## src/design/rsom_cfg.svh

```systemverilog
// offsets, field positions, reset values and timing counts for ratio select and output mux
`ifndef RSOM_CFG_SVH
`define RSOM_CFG_SVH

// register byte offsets on the bus
`define RSOM_OFS_RATIO0 5'h00
`define RSOM_OFS_RATIO1 5'h04
`define RSOM_OFS_RATIO2 5'h08
`define RSOM_OFS_RATIO3 5'h0c
`define RSOM_OFS_CFG1 5'h10
`define RSOM_OFS_CFG2 5'h14
`define RSOM_OFS_STATUS 5'h18

// configuration 1 field positions
`define RSOM_C1_STATIC_PTR 1:0
`define RSOM_C1_MOD_SEL 4:2
`define RSOM_C1_AUX_SRC 6:5
`define RSOM_C1_MAIN_DIS 7
`define RSOM_C1_AUX_DIS 8
`define RSOM_C1_REF_DIV 10:9

// configuration 2 field positions
`define RSOM_C2_LOCK_PTR 1:0
`define RSOM_C2_MAN_SRC 2
`define RSOM_C2_LF_FMT 3
`define RSOM_C2_ON_UNLOCK 4
`define RSOM_C2_LOCK_CFG 5

// reset values
`define RSOM_CFG1_RST 11'h000
`define RSOM_CFG2_RST 6'h00
`define RSOM_RATIO_RST 32'h0000_0000

// modifier shift boundary: codes at or above this divide
`define RSOM_MOD_DIV_CODE 3'h4

// wait after losing the frequency reference, in system clock cycles
`define RSOM_LOSS_WAIT_CYC 8388608

`endif

```

## src/design/rsom_pkg.sv

```systemverilog
// types shared by the ratio select and output mux block
package rsom_pkg;

    // fractional-n source state, one-hot
    typedef enum logic [1:0]
    {
        RSOM_SRC_STATIC = 2'b01,
        RSOM_SRC_DYNAMIC = 2'b10
    } rsom_src_t;

    // auxiliary output sources
    typedef enum logic [1:0]
    {
        RSOM_AUX_REF = 2'b00,
        RSOM_AUX_FREQ_REF = 2'b01,
        RSOM_AUX_PLL = 2'b10,
        RSOM_AUX_LOCK = 2'b11
    } rsom_aux_t;

    typedef logic [31:0] rsom_ratio_t;

endpackage

```

## src/design/rsom_top.sv

```systemverilog
// ratio select, fractional-n source select and output muxing with wishbone registers
//
// Notes on behaviour
// - modifier scales selected ratio, stored ratios unchanged
// - effective ratio is ratio times modifier, then shifted for the divider
// - modifier codes 1..8 then 0.5..0.0625
// - effective ratio compensated for reference divider
// - static pointer selects; lock pointer in auto while dynamic
// - source is effective ratio or dpll ratio
// - auto mode when pointers differ
// - auto: reference present dynamic, else static
// - wait 2^23 cycles before static fallback
// - auto mode ignores manual source bit
// - format bit applies only to dynamic mode
// - 20.12 only when bit clear and dynamic
// - 12.20: upper 12 integer, lower 20 fraction
// - main output follows synth, disable floats it
// - unlocked main output low unless overridden
// - aux output four-way mux
// - aux codes: 01 freq ref, 11 lock
// - lock config sets driver type, polarity
// - unlock shown only while reference runs
// - aux disable floats pin; copy unaligned
// - no runt periods on output changes
//
// Added by the designer: the Wishbone slave port and the placing of the registers.
`timescale 1ns/1ps

`include "rsom_cfg.svh"

module rsom_top
    import rsom_pkg::*;
#(
    parameter int LOSS_WAIT = `RSOM_LOSS_WAIT_CYC
)
(
    // system clock and reset
    input wire logic clk_i,
    input wire logic rst_i,
    // wishbone slave
    input wire logic cyc_i,
    input wire logic stb_i,
    input wire logic we_i,
    input wire logic [4:0] adr_i,
    input wire logic [3:0] sel_i,
    input wire logic [31:0] dat_i,
    output logic [31:0] dat_o,
    output logic ack_o,
    // asynchronous clock and status inputs
    input wire logic ref_clk_i,
    input wire logic freq_ref_clk_i,
    input wire logic synth_clk_i,
    input wire logic freq_ref_present_i,
    input wire logic pll_locked_i,
    input wire logic ref_running_i,
    // digital pll ratio, same clock
    input wire rsom_pkg::rsom_ratio_t dpll_ratio_i,
    // synthesizer control
    output rsom_pkg::rsom_ratio_t frac_n_o,
    output rsom_pkg::rsom_ratio_t dpll_target_o,
    output logic format_20_12_o,
    output logic dynamic_o,
    // output pins
    output logic main_clk_o,
    output logic main_clk_oe_n_o,
    output logic aux_o,
    output logic aux_oe_n_o
);
    import rsom_pkg::*;

    ////////////////////////////////////////////////////////////////////
    // input synchronisers

    logic [5:0] async_raw;
    logic [5:0] sync_a;
    logic [5:0] sync_b;

    assign async_raw = {ref_running_i, pll_locked_i, freq_ref_present_i,
                        synth_clk_i, freq_ref_clk_i, ref_clk_i};

    // every pin-side signal passes two flops before use
    genvar gi;
    generate
        for (gi = 0; gi < 6; gi++)
        begin : g_sync
            always_ff @(posedge clk_i)
            begin
                if (rst_i)
                begin
                    sync_a[gi] <= 1'b0;
                    sync_b[gi] <= 1'b0;
                end
                else
                begin
                    sync_a[gi] <= async_raw[gi];
                    sync_b[gi] <= sync_a[gi];
                end
            end
        end
    endgenerate

    logic ref_s;
    logic freq_ref_s;
    logic synth_s;
    logic present_s;
    logic locked_s;
    logic ref_run_s;

    assign ref_s = sync_b[0];
    assign freq_ref_s = sync_b[1];
    assign synth_s = sync_b[2];
    assign present_s = sync_b[3];
    assign locked_s = sync_b[4];
    assign ref_run_s = sync_b[5];

    ////////////////////////////////////////////////////////////////////
    // register file and wishbone slave

    rsom_ratio_t user_ratio [4];
    logic [10:0] cfg1;
    logic [5:0] cfg2;
    logic ack;
    logic [31:0] rdata;
    rsom_ratio_t next_user_ratio [4];
    logic [10:0] next_cfg1;
    logic [5:0] next_cfg2;
    logic next_ack;
    logic [31:0] next_rdata;
    logic [31:0] status;
    logic wr_go;

    // write lands on the edge where the master sees ack
    assign wr_go = cyc_i & stb_i & we_i & ack;

    function automatic logic [31:0] merge(input logic [31:0] old,
                                          input logic [31:0] wd,
                                          input logic [3:0] be);
        logic [31:0] res;
        res = old;
        for (int b = 0; b < 4; b++)
        begin
            if (be[b])
            begin
                res[8*b +: 8] = wd[8*b +: 8];
            end
        end
        return res;
    endfunction

    logic [31:0] cfg1_w;
    logic [31:0] cfg2_w;

    always_comb
    begin
        next_user_ratio = user_ratio;
        next_cfg1 = cfg1;
        next_cfg2 = cfg2;
        cfg1_w = merge({21'h0, cfg1}, dat_i, sel_i);
        cfg2_w = merge({26'h0, cfg2}, dat_i, sel_i);
        next_ack = cyc_i & stb_i & ~ack;
        next_rdata = 32'h0;
        // stored ratios change only by software writes
        if (wr_go)
        begin
            case (adr_i)
                `RSOM_OFS_RATIO0: next_user_ratio[0] = merge(user_ratio[0], dat_i, sel_i);
                `RSOM_OFS_RATIO1: next_user_ratio[1] = merge(user_ratio[1], dat_i, sel_i);
                `RSOM_OFS_RATIO2: next_user_ratio[2] = merge(user_ratio[2], dat_i, sel_i);
                `RSOM_OFS_RATIO3: next_user_ratio[3] = merge(user_ratio[3], dat_i, sel_i);
                `RSOM_OFS_CFG1: next_cfg1 = cfg1_w[10:0];
                `RSOM_OFS_CFG2: next_cfg2 = cfg2_w[5:0];
                default: next_cfg1 = cfg1;
            endcase
        end
        // unmapped addresses read zero and still acknowledge
        case (adr_i)
            `RSOM_OFS_RATIO0: next_rdata = user_ratio[0];
            `RSOM_OFS_RATIO1: next_rdata = user_ratio[1];
            `RSOM_OFS_RATIO2: next_rdata = user_ratio[2];
            `RSOM_OFS_RATIO3: next_rdata = user_ratio[3];
            `RSOM_OFS_CFG1: next_rdata = {21'h0, cfg1};
            `RSOM_OFS_CFG2: next_rdata = {26'h0, cfg2};
            `RSOM_OFS_STATUS: next_rdata = status;
            default: next_rdata = 32'h0;
        endcase
    end

    // fields live in system clock flops, so selection never sees a bus skew
    always_ff @(posedge clk_i)
    begin
        if (rst_i)
        begin
            for (int i = 0; i < 4; i++)
            begin
                user_ratio[i] <= `RSOM_RATIO_RST;
            end
            cfg1 <= `RSOM_CFG1_RST;
            cfg2 <= `RSOM_CFG2_RST;
            ack <= 1'b0;
            rdata <= 32'h0;
        end
        else
        begin
            user_ratio <= next_user_ratio;
            cfg1 <= next_cfg1;
            cfg2 <= next_cfg2;
            ack <= next_ack;
            rdata <= next_rdata;
        end
    end

    assign ack_o = ack;
    assign dat_o = rdata;

    ////////////////////////////////////////////////////////////////////
    // field decode

    logic [1:0] static_ptr;
    logic [1:0] lock_ptr;
    logic [2:0] mod_sel;
    logic [1:0] ref_div;
    logic auto_mode;

    assign static_ptr = cfg1[`RSOM_C1_STATIC_PTR];
    assign lock_ptr = cfg2[`RSOM_C2_LOCK_PTR];
    assign mod_sel = cfg1[`RSOM_C1_MOD_SEL];
    assign ref_div = cfg1[`RSOM_C1_REF_DIV];
    // software keeps pointers equal for manual use; differing means auto
    assign auto_mode = (lock_ptr != static_ptr);

    ////////////////////////////////////////////////////////////////////
    // source selection with loss wait

    rsom_src_t src;
    logic [23:0] loss_cnt;
    rsom_src_t next_src;
    logic [23:0] next_loss_cnt;

    always_comb
    begin
        next_src = src;
        next_loss_cnt = 24'h0;
        if (!auto_mode)
        begin
            // manual bit is honoured only outside auto mode
            next_src = cfg2[`RSOM_C2_MAN_SRC] ? RSOM_SRC_DYNAMIC : RSOM_SRC_STATIC;
        end
        else
        begin
            case (src)
                RSOM_SRC_STATIC:
                begin
                    if (present_s)
                    begin
                        next_src = RSOM_SRC_DYNAMIC;
                    end
                end
                RSOM_SRC_DYNAMIC:
                begin
                    if (!present_s)
                    begin
                        next_loss_cnt = loss_cnt + 24'h1;
                        if (loss_cnt == 24'(LOSS_WAIT - 1))
                        begin
                            next_src = RSOM_SRC_STATIC;
                            next_loss_cnt = 24'h0;
                        end
                    end
                end
                default: next_src = RSOM_SRC_STATIC;
            endcase
        end
    end

    always_ff @(posedge clk_i)
    begin
        if (rst_i)
        begin
            src <= RSOM_SRC_STATIC;
            loss_cnt <= 24'h0;
        end
        else
        begin
            src <= next_src;
            loss_cnt <= next_loss_cnt;
        end
    end

    ////////////////////////////////////////////////////////////////////
    // effective ratio and fractional-n value

    logic dyn;
    logic [1:0] ptr;
    rsom_ratio_t sel_ratio;
    rsom_ratio_t eff_ratio;
    rsom_ratio_t next_frac_n;
    rsom_ratio_t next_target;
    logic next_fmt;
    rsom_ratio_t frac_n;
    rsom_ratio_t target;
    logic fmt;
    logic dyn_q;

    assign dyn = (src == RSOM_SRC_DYNAMIC);

    always_comb
    begin
        // lock pointer takes over only while auto mode runs dynamic
        ptr = (auto_mode && dyn) ? lock_ptr : static_ptr;
        sel_ratio = user_ratio[ptr];
        // no bypass: code 000 is simply a shift of zero
        if (mod_sel < `RSOM_MOD_DIV_CODE)
        begin
            eff_ratio = sel_ratio << mod_sel[1:0];
        end
        else
        begin
            // widened first so code 111 shifts by four instead of wrapping to zero
            eff_ratio = sel_ratio >> (3'(mod_sel[1:0]) + 3'h1);
        end
        // divider compensation; overflow is left to software
        eff_ratio = eff_ratio << ref_div;
        next_target = eff_ratio;
        next_frac_n = dyn ? dpll_ratio_i : eff_ratio;
        // 12.20 keeps 12 integer bits over 20 fraction bits
        next_fmt = dyn & ~cfg2[`RSOM_C2_LF_FMT];
    end

    always_ff @(posedge clk_i)
    begin
        if (rst_i)
        begin
            frac_n <= 32'h0;
            target <= 32'h0;
            fmt <= 1'b0;
            dyn_q <= 1'b0;
        end
        else
        begin
            frac_n <= next_frac_n;
            target <= next_target;
            fmt <= next_fmt;
            dyn_q <= dyn;
        end
    end

    assign frac_n_o = frac_n;
    assign dpll_target_o = target;
    assign format_20_12_o = fmt;
    assign dynamic_o = dyn_q;

    ////////////////////////////////////////////////////////////////////
    // lock indicator and output stages

    logic unlock_ind;
    logic lock_level;
    logic main_gate;
    logic aux_is_lock;
    logic lock_od;
    logic [3:0] aux_src;
    logic aux_drive;

    // unlock can only be seen while the reference runs
    assign unlock_ind = ~locked_s & ref_run_s;
    assign lock_od = cfg2[`RSOM_C2_LOCK_CFG];
    // open-drain mode pulls low on unlock, push-pull drives high on lock
    assign lock_level = lock_od ? 1'b0 : ~unlock_ind;
    assign aux_is_lock = (cfg1[`RSOM_C1_AUX_SRC] == RSOM_AUX_LOCK);
    assign aux_src = {lock_level, synth_s, freq_ref_s, ref_s};
    assign aux_drive = ~cfg1[`RSOM_C1_AUX_DIS]
                       & ~(aux_is_lock & lock_od & ~unlock_ind);
    // held low while unlocked unless the override is set
    assign main_gate = locked_s | cfg2[`RSOM_C2_ON_UNLOCK];

    rsom_out_stage u_main
    (
        .clk_i(clk_i),
        .rst_i(rst_i),
        .src_i({3'h0, synth_s}),
        .sel_i(2'h0),
        .gate_i(main_gate),
        .drive_i(~cfg1[`RSOM_C1_MAIN_DIS]),
        .pin_o(main_clk_o),
        .pin_oe_n_o(main_clk_oe_n_o)
    );

    // four-way aux mux; its copy of the synth clock may differ in phase from the main pin
    rsom_out_stage u_aux
    (
        .clk_i(clk_i),
        .rst_i(rst_i),
        .src_i(aux_src),
        .sel_i(cfg1[`RSOM_C1_AUX_SRC]),
        .gate_i(1'b1),
        .drive_i(aux_drive),
        .pin_o(aux_o),
        .pin_oe_n_o(aux_oe_n_o)
    );

    // status word: live source state and inputs
    assign status = {24'h0, fmt, unlock_ind, ref_run_s, locked_s,
                     present_s, auto_mode, dyn, 1'b0};

endmodule

```

## src/design/rsom_out_stage.sv

```systemverilog
// glitch-free output stage: switches source or enable only in a low phase
`timescale 1ns/1ps

module rsom_out_stage
    import rsom_pkg::*;
(
    // clock and reset
    input wire logic clk_i,
    input wire logic rst_i,
    // sampled sources and control
    input wire logic [3:0] src_i,
    input wire logic [1:0] sel_i,
    input wire logic gate_i,
    input wire logic drive_i,
    // pin
    output logic pin_o,
    output logic pin_oe_n_o
);
    import rsom_pkg::*;

    logic [1:0] sel;
    logic gate;
    logic drive;
    logic pin;
    logic [1:0] next_sel;
    logic next_gate;
    logic next_drive;
    logic next_pin;

    // take new settings only while the pin is low and the new source is low,
    // so no shortened high phase can appear
    always_comb
    begin
        next_sel = sel;
        next_gate = gate;
        next_drive = drive;
        if (!pin && !src_i[sel_i])
        begin
            next_sel = sel_i;
            next_gate = gate_i;
            next_drive = drive_i;
        end
        next_pin = next_gate & src_i[next_sel];
    end

    // registers
    always_ff @(posedge clk_i)
    begin
        if (rst_i)
        begin
            sel <= 2'h0;
            gate <= 1'b0;
            drive <= 1'b0;
            pin <= 1'b0;
        end
        else
        begin
            sel <= next_sel;
            gate <= next_gate;
            drive <= next_drive;
            pin <= next_pin;
        end
    end

    assign pin_o = pin;
    assign pin_oe_n_o = ~drive;

endmodule

```

## config.mk

```make
export PLATFORM = sky130hd
export DESIGN_NAME = rsom_top
export DESIGN_NICKNAME = d
export VERILOG_FILES = /design/src/design/rsom_pkg.sv /design/src/design/rsom_top.sv /design/src/design/rsom_out_stage.sv
export VERILOG_INCLUDE_DIRS = /design/src /design/src/design
export SDC_FILE = /design/constraint.sdc
export NUM_CORES = 1
export LEC_CHECK = 0
export ABC_AREA = 1
export BUFFER_PORTS_ARGS = -buffer_cell sky130_fd_sc_hd__clkbuf_2
export CORE_MARGIN = 2
export CORE_UTILIZATION = 55
export DETAILED_ROUTE_END_ITERATION = 12
export GPL_TIMING_DRIVEN = 0
export PLACE_DENSITY = 0.81
export SLEW_MARGIN = 20
export SYNTH_ARGS = -nofsm -noshare
export SYNTH_HDL_FRONTEND = slang
export SYNTH_SLANG_ARGS = --single-unit
```

## constraint.sdc

```tcl
create_clock -name clk_i -period 2.42 [get_ports clk_i]
set_input_delay 0.726 -clock clk_i [delete_from_list [all_inputs] [get_ports clk_i]]
set_output_delay 0.726 -clock clk_i [all_outputs]
set_load 0.05 [all_outputs]
```

==> results.yml, run 1 <==
clock_network:
  cts_buffers: 31
  cts_root_buf: "clkbuf_16"
  cts_max_path_buffers: 3
  cts_tree: "built"
  clkTransAtPathRegs_ns: 0.07
  cts.htree.levels: 1
  cts.sink_count: 292
  insertion_delay_ns: 0.59
finish:
  layout-drive-gt1-share: 0.1939
  final_nets: 2361
  syn_to_final_growth_pct: 22.96
  n_antenna_cell: 0
  layout_commonest_cell: "nand2_1"
  instances_no_fill: 2624
  final_area_sq_um: 16740
  layout_common_cells: "516 x nand2_1, 347 x nor2_1, 290 x dfxtp_1, 191 x clkbuf_2, 180 x nand3_1"
timing:
  finalHoldViolations: 0
  fin_ws_ns: -0.04922
  worst_slew_pin_slew_ns: 1.019
  post-route-period-util: 1.020
  rsz0062_at_grt: "yes"
  report.final.slew_viol_count: 0
  hold-worst-slack_ns: 0.3240
  min_period_ns: 2.469
  skew_ns: 0.01659
  setup_viol: 2
  max_freq_mhz: 405.0
  relSlewSlack: 0.3205
die:
  die-area_sq_um: 26030
  num_rows: 57
  core_sq_um: 24320
  initial_core_util: 0.5599
  io_pins: 187
  die_h_um: 161.3
  die_w_um: 161.3
setup_path:
  path_max_fanout: 10
  startpoint_type: "input port"
  critical_path_required_ns: 2.89
  crit_type: "input port to register"
  cp.arrival_ns: 2.94
  cp-end-kind: "register"
routing:
  drc_errors: 0
  wire_per_inst_um: 19.00
  via_per_inst: 5.905
  first_pass_iters: 6
  vias: 15494
  first_iter_violations: 2025
  ant_nets: 0
  wl_mm: 49.85
synthesis:
  synth_nets: 2124
  yosys_warnings: 0
  netlist_instances: 2039
  yosysSeqAreaShare: 0.4293
  syn_avg_cell_area_sq_um: 6.678
  synth_area_sq_um: 13620
  yosysUniqueCellTypes: 40
  ys_seq_elements: 292
grt:
  grt_pass1_wl_mm: 75.95
  antenna_found_initial: 0
  gr-total-overflow: 0
  grtUsageTotal: 0.3698
  grt_pass1_vias: 14138
  grt_max_degree: 17
pwr:
  peakVddDrop_mv: 0.6671
  power.total_uw: 10050
  powerDensity_nw_per_um2: 600.3
  p_leak_uw: 0.008055
place:
  post-place-ws_ns: -1.056
  port-buffer-count: 186
  place.gp.congestion: 1.030
  placed_area_sq_um: 14950
  dp.cells: 2549
  hpwl_mm: 35.85
outcome:
  outcome: "complete, but fails checks"
  violations: "setup timing"
run:
  drv_cap: 0
min_path:
  hp-class: "input port to register"
-- kinds of logic (layout without fill, tap and decap cells) --
| logic type | after synthesis | in the layout | share of synthesized area |
|---|---|---|---|
| simple gates | 1227 | 1227 | 0.3760 |
| flops | 292 | 292 | 0.4293 |
| compound gates | 287 | 287 | 0.1238 |
| buf+inv | 227 | 488 | 0.06671 |
| xor+xnor | 5 | 5 | 0.003217 |
| fa+ha+maj | 1 | 1 | 0.0009188 |
-- synth_stat cells --
master / number / area share
nand2_1: 523 / 0.14
nor2_1: 378 / 0.10
dfxtp_1: 292 / 0.43
nand3_1: 247 / 0.091
o21ai_0: 160 / 0.059
inv_1: 119 / 0.033
clkbuf_1: 55 / 0.015
a21oi_1: 47 / 0.017
a221oi_1: 30 / 0.019
or2_2: 25 / 0.011
buf_2: 21 / 0.0077
a22o_1: 18 / 0.012
nor3_1: 15 / 0.0055
buf_1: 12 / 0.0033
clkinv_1: 12 / 0.0033
nand4_1: 12 / 0.0055
nor3b_1: 8 / 0.0044
o21ai_1: 8 / 0.0029
o22ai_1: 7 / 0.0032
a41oi_1: 5 / 0.0032
nor2_2: 5 / 0.0023
nor4_1: 5 / 0.0023
buf_6: 4 / 0.0033
inv_2: 4 / 0.0011
a211oi_1: 3 / 0.0017
nand2_2: 3 / 0.0014
xnor2_1: 3 / 0.0019
a22oi_1: 2 / 0.0011
nand3_2: 2 / 0.0015
nand3b_1: 2 / 0.0011
o21a_1: 2 / 0.0011
xor2_1: 2 / 0.0013
a31oi_1: 1 / 0.00046
and3_1: 1 / 0.00046
ha_1: 1 / 0.00092
nor3b_2: 1 / 0.00092
o211a_1: 1 / 0.00074
o21ai_2: 1 / 0.00064
o21ai_4: 1 / 0.0012
o21bai_1: 1 / 0.00055
-- flip-flops by register name, summed over array words and instances (netlist names), 2 cells and up --
register	flops
u_main.sel	2
dat_o	32
loss_cnt	24
user_ratio	128
u_aux.sel	2
frac_n_o	32
src	2
cfg1	11
sync_a	6
dpll_target_o	32
cfg2	6
-- worst max-delay path, stage by stage --
cell and delay, ns:
clkbuf_2 0.08, nor2_1 0.28, nand3_1 0.14, nor2_1 0.16, clkbuf_1 0.69, buf_2 0.43
nand2_1 0.08, a41oi_1 0.34
-- worst paths after layout --
check | startpoint | end | slack, ns | cells past startpoint
max reg2reg | src[0]$_SDFFE_PP1P_ | frac_n_o[25]$_SDFF_PP0_ | 0.08 | 15
min reg2reg | sync_a[0]$_SDFF_PP0_ | ref_s$_SDFF_PP0_ | 0.40 | 2
max | adr_i[1] | dat_o[7]$_SDFF_PP0_ | -0.05 | 8
min | synth_clk_i | sync_a[2]$_SDFF_PP0_ | 0.32 | 3
-- layer usage --
metal	up-vias	share of wire	routed length, um	global-route usage
met5	-	0	0	0
met4	0	0.054	2679	0.1826
met3	215	0.11	5537	0.08166
met2	960	0.44	22140	0.5761
met1	7181	0.39	19490	0.4865
li1	7138	-	-	-
-- report_power, final --
group	total (uW)	switching, uW	internal, uW
logic	331	242	88.7
registers	4830	9.98	4820
clock network	4890	2090	2800
-- cell type report --
class | instances | area, sq um
Sequential cell | 292 | 5851
Multi-Input combinational cell | 1520 | 7373
Tap cell | 324 | 405.4
Timing Repair Buffer | 204 | 1079
Inverter | 135 | 510.5
Buffer | 92 | 475.5
Fill cell | 2155 | 7579
Clock inverter | 22 | 216.5
Clock buffer | 35 | 830.8
-- per-stage QoR --
step / utilization / TNS [ns]
6_report: 0.6884 / -0.08875
5_1_grt: 0.6884 / -0.6767
4_1_cts: 0.6649 / -0.006548
3_5_place_dp: 0.6148 / -96.99
3_3_place_gp: 0.6148 / -85.38
2_1_floorplan: - / 0
-- repair_timing --
item	in CTS	in global routing
hold buffers	0	0
resized for setup	27	139
endpoints found under the setup margin	64	136
gates cloned	1	0
pin swaps	2	10
buffers inserted	8	9
No activity file was read; power rests on OpenSTA's default activity.
==> run 2, diff against run 1 <==
PLACE_DENSITY = 0.83   (was 0.81)
REMOVE_ABC_BUFFERS = 1   (was default)
==> run 2 against run 1 <==
The run still ends with setup timing left. Final area is 2.5% higher. Global-route usage is 4.3 points lower. Cell count is 2.2% lower. Worst hold slack better by 0.014 ns. Clock skew is 0.0011 ns higher. Sequential share of layout area is 0.78 points lower. Register-to-register slack worse by 0.26 ns. Total power is 3.0% lower. Utilization is 1.7 points higher. Combinational power is 11% lower. Via count is 0.39% lower. Non-clock buffer count is 67 lower. Largest cell class unchanged. Largest power group is now sequential cells.
==> results.yml, run 2 (synthesis results as in run 1) <==
outcome:
  outcome: "complete, but fails checks"
  violations: "setup timing"
setup_path:
  path_max_fanout: 9
  cp-end-kind: "register"
  slowest_delay_ns: 0.50
  crit_type: "register to register"
  critical_path_required_ns: 2.87
  crit_path_start: "ack_o$_SDFF_PP0_"
  r2r-start: "ack_o$_SDFF_PP0_"
  cp.arrival_ns: 3.05
  reg2reg_setup_slack_ns: -0.18
  critPathTopFamily: "simple AND/OR/NAND/NOR gates"
  startpoint_type: "register"
  crit_chain: "nand4_1 -> inv_1 -> nand2_1 -> nor2_2 -> clkinvlp_4 -> o21ai_0 -> a21oi_1"
  crit_slowest_cell: "nor2_2"
  path_buf_inv: 2
place:
  hpwl_mm: 27.91
  port-buffer-count: 186
  placed_area_sq_um: 14790
  place.gp.congestion: 0.9970
finish:
  layout_common_cells: "511 x nand2_1, 334 x nor2_1, 285 x dfxtp_1, 185 x clkbuf_2"
  final_area_sq_um: 17170
  largest_register: "user_ratio"
  layout_commonest_cell: "nand2_1"
  final_core_util: 0.7058
  n_antenna_cell: 0
  largest_reg_flops: 128
  final_nets: 2305
  layout-drive-gt1-share: 0.2212
  syn_to_final_growth_pct: 26.07
routing:
  wl_met2_mm: 21.74
  wire_per_inst_um: 18.49
  ant_nets: 0
  wl_met1_mm: 17.15
  first_iter_violations: 2388
  wl_mm: 47.44
  first_pass_iters: 6
  dr.max_layer_used: "met4"
  drc_errors: 0
  via_per_inst: 6.015
  met3_length_mm: 5.457
  vias: 15434
pwr:
  peakVddDrop_mv: 0.6220
  powerDensity_nw_per_um2: 567.8
  p_leak_uw: 0.008092
  power.total_uw: 9746
timing:
  report.final.slew_viol_count: 0
  finalHoldViolations: 0
  fin_ws_ns: -0.1813
  hold-worst-slack_ns: 0.3381
  setup_viol: 45
  post-route-period-util: 1.075
  worst_slew_pin_slew_ns: 0.9980
  skew_ns: 0.01770
  min_period_ns: 2.601
  max_freq_mhz: 384.4
  relSlewSlack: 0.3331
  tns_ns: -3.250
  rsz0062_at_grt: "yes"
die:
  initial_core_util: 0.5599
  die-area_sq_um: 26030
  die_w_um: 161.3
  io_pins: 187
  num_rows: 57
  core_sq_um: 24320
  die_h_um: 161.3
clock_network:
  cts.sink_count: 292
  cts.htree.levels: 1
  cts_max_path_buffers: 3
  ctsHoldBuffers: 0
  insertion_delay_ns: 0.57
  cts_buffers: 30
  cts_root_buf: "clkbuf_16"
  clkTransAtPathRegs_ns: 0.07
  cts_tree: "built"
grt:
  grt_pass1_wl_mm: 69.10
  grtUsageTotal: 0.3263
  gr-total-overflow: 0
  grt_max_degree: 81
  grt_pass1_vias: 13814
  antenna_found_initial: 0
min_path:
  hold_start: "synth_clk_i"
  hp-class: "input port to register"
run:
  drv_cap: 0
## run 2: cell types whose count changed in the layout (fill, tap and decap cells not counted), sizes merged
cell | before | now
buf | 54 | 42
bufinv | 3 | 1
clkinv | 24 | 14
o21ai | 170 | 171
nand2 | 526 | 537
clkbuf | 277 | 235
inv | 127 | 123
## run 2: final timing paths
path | to | cells after the start
setup / recovery | user_ratio[0]$_SDFFE_PP0P_ | 7
hold / removal | sync_a[2]$_SDFF_PP0_ | 3
setup reg to reg | user_ratio[0]$_SDFFE_PP0P_ | 7
hold reg to reg | ref_run_s$_SDFF_PP0_ | 2
## run 2: where the power goes
part | switching [uW] | total [uW] | leakage [uW] | internal (uW)
combinational | 206 | 295 | 0.00525 | 89.3
clock | 1940 | 4620 | 0.000488 | 2690
sequential | 9.22 | 4830 | 0.00236 | 4820
total | 2150 | 9750 | 0.00809 | 7600
## run 2: worst reg2reg max path: cells and delay by family (launching register included)
family                 cells  cell delay (ns)
AO/OA/AOI/OAI              2             0.50
flip-flops                 1             0.35
buffers and inverters      2             0.69
AND/OR/NAND/NOR            3             0.95
## run 2: repair_timing
item	CTS	global route
resized for setup	50	156
endpoints found under the setup margin	217	241
buffers inserted	13	20
cloned	5	9
hold endpoints to repair	0	0
pin swaps	7	21
## run 2: cell type report
class / count / area (sq um)
multi-input cells: 1532 / 7854
clock buffers: 48 / 918.4
flip-flops and latches: 292 / 5864
well taps: 324 / 405.4
clock inverters: 6 / 66.31
fillers: 1916 / 7154
inverters: 135 / 539.3
repair buffers: 229 / 1518
## run 2: through the flow
step / instances / setup WS [ns]
after floorplan: 1947 / -0.7495
after global placement: 2457 / -3.219
after detailed placement: 2465 / -1.309
after CTS: 2537 / -0.1131
after global routing: 2566 / -0.2511
final: 2566 / -0.1813
## run 2: layer usage
metal,up-vias,track usage
met5,-,0
met4,0,0.1648
met3,289,0.05624
met2,1167,0.5499
met1,6930,0.4029
li1,7048,-
==> run 3, diff against run 2 <==
PLACE_DENSITY = 0.77   (was 0.83)
==> run 3 against run 2 <==
The run still ends with setup timing left. Utilization up 5.3 points. Sequential power about the same. Via count up 2.5%. Combinational power up 4%. Critical path depth up 10. Routed wire length up 8.1%. Worst hold slack worse by 0.011 ns. Global-route usage up 0.29 points. Critical path type unchanged. Highest routed layer is now met5.
==> results.yml, run 3 (synthesis results as in run 1) <==
grt:
  antenna_found_initial: 1
  grt_max_degree: 81
  grtUsageTotal: 0.3292
  grt_pass1_vias: 13600
  grtUsageMet3: 0.07191
  grt_use_met1: 0.4128
  gr-total-overflow: 0
  grt_pass1_wl_mm: 69.52
  grt_busiest_layer: "met2"
  grt_use_met2: 0.5427
timing:
  skew_ns: 0.02374
  finalHoldViolations: 0
  post-route-period-util: 1.124
  min_period_ns: 2.721
  report.final.slew_viol_count: 0
  setup_viol: 37
  rsz0062_at_grt: "yes"
  max_freq_mhz: 367.5
  fin_ws_ns: -0.3011
  relSlewSlack: 0.3112
  worst_slew_pin_slew_ns: 1.031
place:
  post-place-ws_ns: -1.275
  place.gp.congestion: 1.008
  port-buffer-count: 186
  hpwl_mm: 27.80
  dp.cells: 2465
die:
  io_pins: 187
  die_h_um: 161.3
  die_w_um: 161.3
  num_rows: 57
  core_sq_um: 24320
  initial_core_util: 0.5599
  die-area_sq_um: 26030
clock_network:
  cts_tree: "built"
  cts.htree.levels: 1
  cts_max_path_buffers: 3
  cts_buffers: 30
  ctsHoldBuffers: 0
  cts.sink_count: 292
  insertion_delay_ns: 0.59
  clkTransAtPathRegs_ns: 0.06
  cts_root_buf: "clkbuf_16"
outcome:
  violations: "setup timing"
  outcome: "complete, but fails checks"
setup_path:
  cp-end-kind: "register"
  crit_path_start: "src[0]$_SDFFE_PP1P_"
  critical_path_required_ns: 2.90
  path_max_fanout: 8
  regToRegEndpoint: "frac_n_o[27]$_SDFF_PP0_"
  startpoint_type: "register"
  r2r_cells: 17
  reg2reg_setup_slack_ns: -0.30
  cp.arrival_ns: 3.20
  r2r-start: "src[0]$_SDFFE_PP1P_"
  crit_type: "register to register"
finish:
  n_antenna_cell: 0
  final_nets: 2323
  syn_to_final_growth_pct: 35.48
  layout_common_cells: "424 x nand2_1, 331 x nor2_1, 286 x dfxtp_1, 185 x clkbuf_2, 159 x o21ai_0"
  instances_no_fill: 2585
  final_core_util: 0.7585
  layout_commonest_cell: "nand2_1"
  layout-drive-gt1-share: 0.3087
  largest_register: "user_ratio"
  largest_reg_flops: 128
min_path:
  holdPathStages: 3
  worstHoldEndpoint: "sync_a[1]$_SDFF_PP0_"
  hold_start: "freq_ref_clk_i"
  hp-class: "input port to register"
routing:
  first_iter_violations: 2244
  drc_errors: 0
  ant_nets: 0
  wire_per_inst_um: 19.84
  via_per_inst: 6.121
  wl_mm: 51.30
  first_pass_iters: 9
  vias: 15823
pwr:
  powerDensity_nw_per_um2: 547.0
  peakVddDrop_mv: 0.6350
  p_leak_uw: 0.008459
run:
  drv_cap: 0
[run 3: changes by cell type in the layout (fill, tap and decap cells not counted), sizes merged]
cell and change:
bufinv +4, clkbuf -8, nand2 -1, buf +16, clkinv +6, clkinvlp +2
[run 3: report_power, final]
group          leakage [uW]  internal, uW  switching, uW
Combinational       0.00558          92.9            214
Clock              0.000517          2900           2050
Sequential          0.00236          4820           9.50
Total               0.00846          7810           2280
[run 3: how the worst max path moves through the flow]
| stage | depth (start not counted) | slack [ns] | to |
|---|---|---|---|
| 5_1_grt | 17 | -0.37 | frac_n_o[27]$_SDFF_PP0_ |
| 3_3_place_gp | 9 | -3.31 | user_ratio[34]$_SDFFE_PP0P_ |
| 3_5_place_dp | 15 | -1.28 | frac_n_o[25]$_SDFF_PP0_ |
| 4_1_cts | 16 | 0.0005 | frac_n_o[28]$_SDFF_PP0_ |
| 6_report | 17 | -0.30 | frac_n_o[27]$_SDFF_PP0_ |
| 2_1_floorplan | 8 | -0.75 | user_ratio[102]$_SDFFE_PP0P_ |
[run 3: worst max-delay path: stages (launching register included)]
cell and delay (ns):
dfxtp_2 0.35, clkinv_4 0.08, nand2_8 0.06, buf_12 0.13, buf_6 0.11, o21ai_4 0.32, clkbuf_16 0.28, nand3_4 0.11
nand3_2 0.11, nand2_2 0.08, nand2_1 0.08, nand2_2 0.07, nor2_4 0.13, nand2_2 0.10, nand3_2 0.15, nand3_1 0.21
o21ai_1 0.17, inv_1 0.05
[run 3: metrics by stage]
| step | hold slack (ns) | area (sq um) | setup TNS [ns] | power [uW] |
|---|---|---|---|---|
| after global placement | 0.3901 | 14550 | -620.09 | 5205 |
| after floorplan | 0.3883 | 13210 | -91.23 | 5044 |
| after CTS | 0.3228 | 16220 | 0 | 10050 |
| after detailed placement | 0.3920 | 14790 | -212.17 | 5220 |
| after global routing | 0.3283 | 18450 | -6.583 | 10300 |
| final | 0.3268 | 18450 | -3.167 | 10090 |
[run 3: layout make-up]
type / instances / area, sq um
Inverter: 135 / 544.3
Clock buffer: 37 / 807.0
Timing Repair Buffer: 248 / 1730
Clock inverter: 18 / 232.7
Tap cell: 324 / 405.4
Sequential cell: 292 / 5861
Fill cell: 1739 / 5873
Multi-Input combinational cell: 1531 / 8866
[run 3: what timing repair did]
| item | 4_1_cts | 5_1_grt |
|---|---|---|
| buffers inserted | 17 | 33 |
| pin swaps | 11 | 85 |
| gates cloned | 5 | 10 |
| resized for setup | 40 | 396 |
| setup endpoints to repair | 225 | 154 |
[run 3: layer usage]
| layer | vias to the layer above | wire length (um) |
|---|---|---|
| met5 | - | 27 |
| met1 | 7166 | 17800 |
| met4 | 2 | 3952 |
| met2 | 1187 | 22890 |
| li1 | 7091 | - |
| met3 | 377 | 6634 |
